$ cat src/design/cdap_regs.svh
// register offsets, field positions, reset values and timing counts
// assumes inclusion by bare name from the speaker modulator design files
`ifndef CDAP_REGS_SVH
`define CDAP_REGS_SVH
`define CDAP_OFS_CTRL   8'h00
`define CDAP_OFS_STAT   8'h04
`define CDAP_OFS_DMA    8'h08
`define CDAP_OFS_DATA   8'h0C
`define CDAP_OFS_HDIV   8'h10
`define CDAP_CTRL_RST   7'h00
`define CDAP_DMA_RST    1'h0
`define CDAP_HDIV_RST   8'h30
`define CDAP_BIT_EN     6
`define CDAP_DITH_HI    5
`define CDAP_DITH_LO    4
`define CDAP_BIT_DEAD   3
`define CDAP_RATE_HI    2
`define CDAP_STAT_EMPTY 1
`define CDAP_STAT_FULL  0
`define CDAP_OVERSAMPLE 14'h0040
`define CDAP_DIV0       10'h0E4
`define CDAP_DIV1       10'h09C
`define CDAP_DIV2       10'h04C
`define CDAP_DIV3       10'h034
`define CDAP_DIV4       10'h30C
`define CDAP_DIV5       10'h20C
`define CDAP_DIV6       10'h18C
`define CDAP_DIV7       10'h10C
`endif

$ cat src/design/cdap_pkg.sv
// types shared by the speaker modulator control files
// assumes nothing beyond a SystemVerilog compiler
package cdap_pkg;
    typedef logic [31:0] cdap_word_t;
    typedef logic [7:0]  cdap_addr_t;
    typedef logic [15:0] cdap_sample_t;
    typedef enum logic [1:0] {
        CDAP_DITH_NONE = 2'h0,
        CDAP_DITH_ONE  = 2'h1,
        CDAP_DITH_ALT  = 2'h2,
        CDAP_DITH_TWO  = 2'h3
    } cdap_dither_e;
endpackage

$ cat src/design/cdap_fifo_if.sv
// link between the register front end and the sample buffer
// assumes both ends run on the same clock
`timescale 1ns/100ps
interface cdap_fifo_if;
    logic                  push;
    cdap_pkg::cdap_sample_t pushData;
    logic                  pop;
    cdap_pkg::cdap_sample_t popData;
    logic                  flush;
    logic                  full;
    logic                  empty;
    modport owner (output push, pushData, pop, flush,
                   input popData, full, empty);
    modport store (input push, pushData, pop, flush,
                   output popData, full, empty);
endinterface

$ cat src/design/cdap_sample_fifo.sv
// sixteen-entry sample buffer with pointer flush
// assumes synchronous reset copy from the top and one clock
`timescale 1ns/100ps
module cdap_sample_fifo #(
    parameter int AW = 4
) (
    input wire logic   clock,
    input wire logic   rstSyncB,
    cdap_fifo_if.store fifo
);
    import cdap_pkg::*;

    cdap_sample_t  mem [2**AW];
    logic [AW:0]   wrPtr_r;
    logic [AW:0]   rdPtr_r;
    logic          doPush;
    logic          doPop;

    // flags come straight from the pointers
    assign fifo.full  = (wrPtr_r[AW] != rdPtr_r[AW]) &&
                        (wrPtr_r[AW-1:0] == rdPtr_r[AW-1:0]);
    assign fifo.empty = (wrPtr_r == rdPtr_r);
    assign fifo.popData = mem[rdPtr_r[AW-1:0]];
    assign doPush = fifo.push && !fifo.full;
    assign doPop  = fifo.pop && !fifo.empty;

    // contents are never cleared, only the pointers
    always_ff @(posedge clock) begin
        if (doPush) begin
            mem[wrPtr_r[AW-1:0]] <= fifo.pushData;
        end
    end

    always_ff @(posedge clock or negedge rstSyncB) begin
        if (!rstSyncB) begin
            wrPtr_r <= '0;
            rdPtr_r <= '0;
        end else if (fifo.flush) begin
            wrPtr_r <= '0;
            rdPtr_r <= '0;
        end else begin
            if (doPush) begin
                wrPtr_r <= wrPtr_r + 1'b1;
            end
            if (doPop) begin
                rdPtr_r <= rdPtr_r + 1'b1;
            end
        end
    end
endmodule

$ cat src/design/cdap_speaker_pwm.sv
// register front end and carrier modulator for a bridge-tied speaker
// assumes one 25 MHz clock shared with the register master and dma
//
// Notes on behaviour
// disabled: both speaker pins released, interpolation hold cleared
// disabling flushes buffer pointers, stored samples stay
// enabled: both speaker pins driven, samples taken from the buffer
// dither code 0 none, 1 plus/minus one, 3 plus/minus two
// deadtime bit adds one released cycle around each switch
// rate codes 0..3 give carrier divisors 228, 156, 76, 52
// rate codes 4..7 give carrier divisors 780, 524, 396, 268
// control register at 0x00, resets to zero, block disabled
// status register read only at 0x04, resets to empty
// hold divisor at 0x10, read/write, resets to 0x30
// dma control read/write at 0x08; sample port write only at 0x0C
// each sample port write pushes low sixteen bits
// status bit 1 is empty, bit 0 is full
// sample rate is clock over hold divisor over 64; divisor 1..255
// dma request while dma control bit 0 is set and the buffer has free space
// sixteen-entry buffer, flags from its pointers
// writes into a full buffer are dropped
`timescale 1ns/100ps
`include "cdap_regs.svh"
module cdap_speaker_pwm #(
    parameter int FIFO_AW = 4
) (
    input  wire logic              clock,
    input  wire logic              rst_b,
    input  wire cdap_pkg::cdap_addr_t regAddr,
    input  wire cdap_pkg::cdap_word_t regWrData,
    input  wire logic              regWrite,
    input  wire logic              regRead,
    output cdap_pkg::cdap_word_t   regRdData,
    output logic                   dmaReq,
    output logic                   spkPos,
    output logic                   spkPosOeB,
    output logic                   spkNeg,
    output logic                   spkNegOeB
);
    import cdap_pkg::*;

    logic [1:0]   rstPipe_r;
    logic         rstSyncB;
    logic [6:0]   ctrl_r;
    logic         dma_request_enable_r;
    logic [7:0]   holdDiv_r;
    cdap_word_t   rdData_r;
    logic         modEn;
    logic         deadEn;
    cdap_dither_e ditherSel;
    logic [9:0]   period;
    logic [13:0]  holdCnt_r;
    logic [13:0]  holdLimit;
    logic         sampleTick;
    cdap_sample_t held_r;
    logic [9:0]   carCnt_r;
    logic         periodEnd;
    logic [25:0]  product;
    logic [9:0]   dutyRaw;
    logic signed [11:0] dither;
    logic signed [11:0] dutySum;
    logic [9:0]   dutyNxt;
    logic [9:0]   duty_r;
    logic [7:0]   lfsr_r;
    logic         pwmNow;
    logic         pwmOut_r;
    logic         release_r;

    cdap_fifo_if  fifoBus ();

    cdap_sample_fifo #(
        .AW       (FIFO_AW)
    ) i_cdap_sample_fifo (
        .clock    (clock),
        .rstSyncB (rstSyncB),
        .fifo     (fifoBus)
    );

    always_ff @(posedge clock or negedge rst_b) begin
        if (!rst_b) begin
            rstPipe_r <= 2'h0;
        end else begin
            rstPipe_r <= {rstPipe_r[0], 1'b1};
        end
    end
    assign rstSyncB = rstPipe_r[1];

    assign modEn     = ctrl_r[`CDAP_BIT_EN];
    assign deadEn    = ctrl_r[`CDAP_BIT_DEAD];
    assign ditherSel = cdap_dither_e'(ctrl_r[`CDAP_DITH_HI:`CDAP_DITH_LO]);

    // control register
    always_ff @(posedge clock or negedge rstSyncB) begin
        if (!rstSyncB) begin
            ctrl_r <= `CDAP_CTRL_RST;
        end else if (regWrite && regAddr == `CDAP_OFS_CTRL) begin
            ctrl_r <= regWrData[6:0];
        end
    end

    always_ff @(posedge clock or negedge rstSyncB) begin
        if (!rstSyncB) begin
            dma_request_enable_r <= `CDAP_DMA_RST;
        end else if (regWrite && regAddr == `CDAP_OFS_DMA) begin
            dma_request_enable_r <= regWrData[0];
        end
    end

    always_ff @(posedge clock or negedge rstSyncB) begin
        if (!rstSyncB) begin
            holdDiv_r <= `CDAP_HDIV_RST;
        end else if (regWrite && regAddr == `CDAP_OFS_HDIV) begin
            holdDiv_r <= regWrData[7:0];
        end
    end

    // read data stand for exactly the cycle after the strobe
    always_ff @(posedge clock or negedge rstSyncB) begin
        if (!rstSyncB) begin
            rdData_r <= 32'h0000_0000;
        end else if (regRead) begin
            unique case (regAddr)
                `CDAP_OFS_CTRL: rdData_r <= {25'h0, ctrl_r};
                `CDAP_OFS_STAT: rdData_r <= {30'h0, fifoBus.empty,
                                             fifoBus.full};
                `CDAP_OFS_DMA:  rdData_r <= {31'h0, dma_request_enable_r};
                `CDAP_OFS_HDIV: rdData_r <= {24'h0, holdDiv_r};
                default:        rdData_r <= 32'h0000_0000;
            endcase
        end else begin
            rdData_r <= 32'h0000_0000;
        end
    end
    assign regRdData = rdData_r;

    // sample port is write only and reads back zero
    assign fifoBus.push     = regWrite && regAddr == `CDAP_OFS_DATA;
    assign fifoBus.pushData = regWrData[15:0];
    assign fifoBus.flush    = !modEn;
    assign fifoBus.pop      = modEn && sampleTick;

    // level request; the dma sees it drop the cycle after the last slot
    assign dmaReq = dma_request_enable_r && !fifoBus.full;

    // a zero divisor would stall sampling, so it behaves as one
    assign holdLimit = (holdDiv_r == 8'h00)
        ? `CDAP_OVERSAMPLE - 14'h0001
        : 14'(holdDiv_r * `CDAP_OVERSAMPLE) - 14'h0001;
    assign sampleTick = (holdCnt_r >= holdLimit);

    always_ff @(posedge clock or negedge rstSyncB) begin
        if (!rstSyncB) begin
            holdCnt_r <= 14'h0000;
        end else if (!modEn || sampleTick) begin
            holdCnt_r <= 14'h0000;
        end else begin
            holdCnt_r <= holdCnt_r + 14'h0001;
        end
    end

    // zero-order hold stands in for the interpolator; an empty buffer
    // repeats the last sample rather than jumping to silence
    always_ff @(posedge clock or negedge rstSyncB) begin
        if (!rstSyncB) begin
            held_r <= 16'h0000;
        end else if (!modEn) begin
            held_r <= 16'h0000;
        end else if (sampleTick && !fifoBus.empty) begin
            held_r <= fifoBus.popData;
        end
    end

    always_comb begin
        unique case (ctrl_r[`CDAP_RATE_HI:0])
            3'h0: period = `CDAP_DIV0;
            3'h1: period = `CDAP_DIV1;
            3'h2: period = `CDAP_DIV2;
            3'h3: period = `CDAP_DIV3;
            3'h4: period = `CDAP_DIV4;
            3'h5: period = `CDAP_DIV5;
            3'h6: period = `CDAP_DIV6;
            3'h7: period = `CDAP_DIV7;
        endcase
    end

    // a rate change mid-period takes effect at once; the counter never runs past the new wrap
    assign periodEnd = (carCnt_r >= period - 10'h001);

    always_ff @(posedge clock or negedge rstSyncB) begin
        if (!rstSyncB) begin
            carCnt_r <= 10'h000;
        end else if (!modEn || periodEnd) begin
            carCnt_r <= 10'h000;
        end else begin
            carCnt_r <= carCnt_r + 10'h001;
        end
    end

    always_ff @(posedge clock or negedge rstSyncB) begin
        if (!rstSyncB) begin
            lfsr_r <= 8'h01;
        end else if (periodEnd) begin
            lfsr_r <= {lfsr_r[6:0],
                       lfsr_r[7] ^ lfsr_r[5] ^ lfsr_r[4] ^ lfsr_r[3]};
        end
    end

    // offset binary sample scaled onto the carrier period
    assign product = 26'({held_r[15] ^ 1'b1, held_r[14:0]} * period);
    assign dutyRaw = product[25:16];

    // code 2 is treated like code 1
    always_comb begin
        unique case (ditherSel)
            CDAP_DITH_NONE: dither = 12'sh000;
            CDAP_DITH_ONE,
            CDAP_DITH_ALT:  dither = lfsr_r[0] ? 12'sh001 : -12'sh001;
            CDAP_DITH_TWO:  dither = lfsr_r[1]
                ? (lfsr_r[0] ? 12'sh002 : 12'sh001)
                : (lfsr_r[0] ? -12'sh002 : -12'sh001);
        endcase
    end

    assign dutySum = $signed({2'h0, dutyRaw}) + dither;

    always_comb begin
        if (dutySum < 12'sh000) begin
            dutyNxt = 10'h000;
        end else if (dutySum > $signed({2'h0, period})) begin
            dutyNxt = period;
        end else begin
            dutyNxt = dutySum[9:0];
        end
    end

    always_ff @(posedge clock or negedge rstSyncB) begin
        if (!rstSyncB) begin
            duty_r <= 10'h000;
        end else if (periodEnd) begin
            duty_r <= dutyNxt;
        end
    end

    assign pwmNow = modEn && (carCnt_r < duty_r);

    always_ff @(posedge clock or negedge rstSyncB) begin
        if (!rstSyncB) begin
            pwmOut_r <= 1'b0;
        end else begin
            pwmOut_r <= pwmNow;
        end
    end

    // release both legs for one cycle on each edge so neither
    // transistor pair conducts through the bridge
    always_ff @(posedge clock or negedge rstSyncB) begin
        if (!rstSyncB) begin
            release_r <= 1'b1;
        end else begin
            release_r <= !modEn
                || (deadEn && pwmNow != pwmOut_r);
        end
    end

    assign spkPos    = pwmOut_r;
    assign spkNeg    = !pwmOut_r;
    assign spkPosOeB = release_r;
    assign spkNegOeB = release_r;
endmodule

$ cat config.mk
export PLATFORM = sky130hd
export DESIGN_NAME = cdap_speaker_pwm
export DESIGN_NICKNAME = d
export VERILOG_FILES = /design/src/design/cdap_pkg.sv /design/src/design/cdap_fifo_if.sv /design/src/design/cdap_sample_fifo.sv /design/src/design/cdap_speaker_pwm.sv
export VERILOG_INCLUDE_DIRS = /design/src /design/src/design
export SDC_FILE = /design/constraint.sdc
export NUM_CORES = 1
export LEC_CHECK = 0
export ABC_AREA = 1
export ABC_CLOCK_PERIOD_IN_PS = 2900
export BUFFER_PORTS_ARGS = -buffer_cell sky130_fd_sc_hd__buf_2
export CORE_AREA = 5 5 283 285
export DETAILED_ROUTE_END_ITERATION = 8
export DIE_AREA = 0 0 288 290
export GPL_TIMING_DRIVEN = 0
export SETUP_SLACK_MARGIN = 0.4
export SLEW_MARGIN = 15
export SYNTH_ARGS = -nofsm -noshare
export SYNTH_HDL_FRONTEND = slang
export SYNTH_SLANG_ARGS = --single-unit
$ cat constraint.sdc
create_clock -name clock -period 2.9 [get_ports clock]
set_clock_uncertainty 0.1 [all_clocks]
set_input_delay 0.435 -clock clock [delete_from_list [all_inputs] [get_ports clock]]
set_output_delay 0.435 -clock clock [all_outputs]
set_load 0.05 [all_outputs]
Word-level counts from Yosys, hierarchy flattened
Memories as Yosys holds them, arrays and structs flattened. Index checks and enable logic that the tools add are counted.

Flip-flop bits (word level): 120. RAM bits: 256. Memory bits (read-only): 56. Output and inout bits: 37. Logic and storage cells: 90. Memories: 2.

Memory list: i_cdap_sample_fifo.mem (words 16, width 16, read ports 1, clocked after memory_dff 0, write ports 1, RTL line cdap_sample_fifo.sv:13) `cdap_sample_t mem [2**AW];`; (name not given) (words 8, width 7, read ports 1, clocked after memory_dff 0, write ports 0, RTL line cdap_speaker_pwm.sv:174) `` unique case (ctrl_r[`CDAP_RATE_HI:0]) ``.

$add $sub $neg: 7. Multipliers: 1. Order comparisons: 5. Eq/ne operators: 14. Mux-type cells: 20. Bitwise gates (word level): 4. Reductions and logical operators: 23.

Operators by type and width (count): case mux 12 bit (3 select lines) (1); two-way mux 16 bit (2); case mux 8 bit (4 select lines) (1); two-way mux 10 bit (3); two-way mux 14 bit (2); multiplier 16 x 10 -> 26 bit (1); two-way mux 12 bit (2); two-way mux 5 bit (4); equality test 8 x 4 -> 1 bit, second input constant (2); logical NOT 8 bit (2); adder 14 x 1 -> 14 bit, second input constant (1); >= comparator 14 bit (1); subtractor 14 x 1 -> 14 bit, second input constant (1); adder 11 x 12 -> 12 bit (1); greater-than comparator 12 x 11 -> 1 bit (1); logical AND 1 bit (12); < comparator 12 x 1 -> 1 bit, second input constant (1); adder 10 x 1 -> 10 bit, second input constant (1); adder 5 x 1 -> 5 bit, second input constant (2); >= comparator 10 bit (1); < comparator 10 bit (1); subtractor 10 x 1 -> 10 bit, second input constant (1); equality test 8 x 3 -> 1 bit, second input constant (1); equality test 8 x 5 -> 1 bit, second input constant (1); 15 further kinds (28).

Longest topological paths before layout
Word-level depth: 7. Gate-level depth with buffers: 45.

By module
Synthesis repeated with hierarchy kept, for this count alone.

Cell total of the unflattened synthesis: 2094. Area total of the unflattened synthesis: 20547.2 µm².

Modules (own cells, without submodules): cdap_sample_fifo (times used 1, cells an instance 895, area an instance 10931.7 µm²); cdap_speaker_pwm (times used 1, cells an instance 1199, area an instance 9615.5 µm²).

Worst setup path after synthesis
No wires, ideal clock.

Kind: register to register. Start point: register ctrl_r[0]. End point: register duty_r[2]. Arrival: 6.952 ns. Required time: 2.674 ns. Slack: -4.278 ns. Cell stages (with the launch flop): 39. Path buffers: 1. Clock period less this slack: 7.178 ns. Cell sequence: dfrtp_1 -> inv_1 -> ha_1 -> nand2_1 -> o21ai_0 -> inv_1 -> buf_1 -> nor2_1 -> fa_1 -> fa_1 -> fa_1 -> fa_1 -> ha_1 -> ha_1 -> nand2_1 -> nor2_1 -> a211oi_1 -> o21ai_0 -> [3 not listed] -> ha_1 -> nand2_1 -> inv_1 -> nand2_1 -> nand2_1 -> o21bai_1 -> nand2_1 -> nand3_1 -> xnor2_1 -> inv_1 -> ha_1 -> nand2_1 -> inv_1 -> nand4_4 -> nand3_4 -> nand2_1 -> nand2_1 -> o21ai_2.

Longest elaborated chain between the ends: 6. Elaborated cells between the ends (all ways): 9. Those cells by class: add/sub: 2; mul: 1; order compare: 3; mux: 2; memory: 1.

Ends and longest elaborated chain: from (decl) (RTL line cdap_speaker_pwm.sv:44) `logic [6:0] ctrl_r;`; from (signal assigned) (RTL line cdap_speaker_pwm.sv:95) `` ctrl_r <= `CDAP_CTRL_RST; ``; from (signal assigned) (RTL line cdap_speaker_pwm.sv:97) `ctrl_r <= regWrData[6:0];`; memory (8 x 7 bit) (*); multiplier 16 x 10 -> 26 bit (RTL line cdap_speaker_pwm.sv:209) `assign product = 26'({held_r[15] ^ 1'b1, held_r[14:0]} * period);`; adder 11 x 12 -> 12 bit (RTL line cdap_speaker_pwm.sv:224) `assign dutySum = $signed({2'h0, dutyRaw}) + dither;`; greater-than comparator 12 x 11 -> 1 bit (RTL line cdap_speaker_pwm.sv:229) `end else if (dutySum > $signed({2'h0, period})) begin`; two-way mux 10 bit (RTL line cdap_speaker_pwm.sv:229); two-way mux 10 bit (RTL line cdap_speaker_pwm.sv:227) `if (dutySum < 12'sh000) begin`; to (signal assigned) (RTL line cdap_speaker_pwm.sv:240) `duty_r <= dutyNxt;`; to (decl) (RTL line cdap_speaker_pwm.sv:63) `logic [9:0] duty_r;`.

Every way passes the cells marked *; elsewhere a longest branch is shown, timed or not. A chain may end at the register's enable or synchronous reset.

Worst setup path in the final report
Start point: register ctrl_r[1]. End point: register duty_r[7].

The elaborated chain is that of the path after synthesis.

==> results.ini <==
[outcome]
outcome=complete, but fails checks
failed_checks=setup timing

[cts]
clock-sinks=352
cts_tree=built
cts-htree-levels=2
clk_pin_slew_worst_paths_ns=0.06
clock_latency_ns=0.57
cts_root_buf=clkbuf_16
clockBufferDepth=3
numCtsBuffers=37

[grt]
use_met3=0.01774
antenna_found_initial=0
grt_max_degree=58
use_met1=0.1713
grt_pass1_vias=14470
gr-usage-met2=0.2126
grt_pass1_wl_mm=84.46
track_usage=0.1266
overflow=0
grt-busiest-layer=met2

[routing]
firstDrtPassIters=5
via_per_inst=4.563
initialDrtViolationCount=960
drc_errors=0
vias=14590
wl_per_cell_microns=17.07
ant_nets=0
wl_mm=54.57

[floorplanning]
io_pins=81
rows=102
initial_utilization=0.2576
dieWidth_microns=288
fp.dieH_microns=290
die_area_sq_um=83520
fp.coreArea_sq_um=77080

[power_and_ir_drop]
power_density_nw_per_um2=437.4
finalPower_w=0.01123
power.leakage_nw=10.25
ir_drop_v=0.0006014

[sta]
drv_slew=0
fin_crit_ns=7.291
rsz0062_at_grt=true
relSlewSlack=0.4974
final_hold_viol_count=0
setup_ws_ns=-4.391
worst_pin_slew_ns=0.7515
setup_viol=10
holdWs_ns=0.05354
finalSetupTns_ns=-43.68
fmax_mhz=137.2
post-route-period-util=2.514

[min_path]
worstHoldPathCells=2
hold_class=input pin to flop

[critical_path]
end_kind=flop
crit_required_ns=3.23
worstPathMaxFanout=5
startpoint_type=flop
crit_path_frequent_cell=ha_4
slowest_delay_ns=0.60
cp.arrival_ns=7.62
reg2regPathDepth=38
path_class=flop to flop
cp_slowest_cell=fa_2

[placed_design]
dp_hpwl_mm=37.79
gp_congestion=0.8325
pre_cts_slack_ns=-5.027
numPortBuffers=40

[synth]
synth_top_flop_cell=edfxtp_1
synth_edf_count=256
yosysSeqAreaShare=0.5084
synth_top_area_cell=edfxtp_1
syn_inst=1899
syn_avg_cell_area_sq_um=10.46
netlist.area_leader.share=0.3872
async_flop_share=0.2727
synth_most_common_cell=nor2_1
yosys_warnings=0
synth.distinct_cells=53
synth_area_sq_um=19860
synth-seq-cells=352
ys_top_cells_by_count=nor2_1 (308), nand2_1 (257), edfxtp_1 (256), inv_1 (204), ha_1 (128)
synth_area_leaders=edfxtp_1 (39%), dfrtp_1 (12%), fa_1 (8.5%), ha_1 (8.1%), nor2_1 (5.8%)

[layout]
layout-drive-gt1-share=0.2615
layout.nets=2384
area_growth_pct=29.25
num-fill-cells=7741
utilization=0.3329

[job]
max-cap-violations=0

-- cells by family (layout without fill, tap and decap cells) --
group / after synthesis / after routing / share of synthesized area
other cells: 2 / 26 / 0.0003782
mux: 26 / 26 / 0.01311
buf+inv: 301 / 532 / 0.06283
fa+ha+maj: 212 / 212 / 0.1654
compound gates: 276 / 276 / 0.08640
simple gates: 700 / 704 / 0.1493
xor+xnor: 30 / 30 / 0.01418
flops: 352 / 352 / 0.5084
-- through the flow --
step,std cells,cell area (sq um)
floorplan,1922,20260
global placement,3002,21760
detailed placement,3018,22040
CTS,3167,24980
global route,3197,25660
finish,3198,25660
-- cells in the final DEF, fill, tap and decap left out, drive strengths merged, types with 6 or more instances in the layout --
cell / instances
nand4: 16
ha: 128
nand3: 72
nor3: 15
nand2: 266
xor2: 16
a31oi: 6
clkinv: 14
nor2: 314
o21ai: 127
xnor2: 14
fa: 84
a21oi: 53
buf: 212
o32ai: 38
mux2i: 26
clkbuf: 92
inv: 210
conb: 25
o221ai: 26
dfrtp: 92
o211ai: 7
nor3b: 12
edfxtp: 256
-- worst max-delay path, delay by kind of cell (launching register included) --
| kind | cells | cell delay [ns] |
|---|---|---|
| buffers and inverters | 6 | 0.64 |
| xor gates and xnor gates | 2 | 0.37 |
| AOI/OAI and AO/OA | 9 | 1.38 |
| adders and majority gates | 9 | 3.13 |
| DFF | 1 | 0.47 |
| and+or+nand+nor | 12 | 1.05 |
-- flip-flops by register name (all words and copies together), names as in the netlist, 5 cells and up --
name	count
held_r	16
carCnt_r	10
i_cdap_sample_fifo.wrPtr_r	5
holdDiv_r	8
regRdData	8
holdCnt_r	14
duty_r	10
lfsr_r	8
i_cdap_sample_fifo.mem	256
i_cdap_sample_fifo.rdPtr_r	5
ctrl_r	7
-- metal layers --
metal | share of wire | up-vias
li1 | - | 6898
met3 | 0.058 | 94
met5 | 0 | -
met2 | 0.48 | 416
met4 | 0.027 | 0
met1 | 0.43 | 7184
-- report_power, final --
part | total, W | switching (W) | internal, W | leakage [nW]
logic | 0.00100 | 0.000612 | 0.000392 | 6.11
clock network | 0.00476 | 0.00206 | 0.00270 | 0.575
registers | 0.00546 | 0.0000340 | 0.00543 | 3.57
total | 0.0112 | 0.00270 | 0.00852 | 10.3
-- final cells by class --
cell class | instances | area, sq um | area share
antenna | 1 | 2.502 | 0.00009751
buffer | 89 | 644.4 | 0.02511
clock buffer | 53 | 996.0 | 0.03881
clock inverter | 15 | 200.2 | 0.007801
inverter | 212 | 825.8 | 0.03218
multi-input combinational | 1273 | 10170 | 0.3965
sequential | 352 | 10110 | 0.3938
tap | 1040 | 1301 | 0.05070
timing repair buffer | 163 | 1411 | 0.05499
-- worst paths after layout --
check | start | end | slack, ns
hold / removal | regWrite | dma_request_enable_r$_DFFE_PN0P_ | 0.05
setup reg to reg | ctrl_r[1]$_DFFE_PN0P_ | duty_r[7]$_DFFE_PN0P_ | -4.39
max in group asynchronous | rstPipe_r[1]$_DFF_PN0_ | holdDiv_r[5]$_DFFE_PN1P_ | 1.77
min in group asynchronous | rst_b | rstPipe_r[0]$_DFF_PN0_ | 0.06
hold reg to reg | rstPipe_r[1]$_DFF_PN0_ | regRdData[6]$_DFF_PN0_ | 0.21
setup / recovery | ctrl_r[1]$_DFFE_PN0P_ | duty_r[7]$_DFFE_PN0P_ | -4.39
-- what timing repair did --
action | in CTS | in global routing
gates cloned | 8 | 1
gates resized for setup | 231 | 102
endpoints found under the setup margin | 194 | 213
hold endpoints to repair | 2 | 0
hold buffers | 1 | 0
pin swaps | 84 | 56
buffers inserted | 72 | 29
No activity file was read; power rests on OpenSTA's default activity.
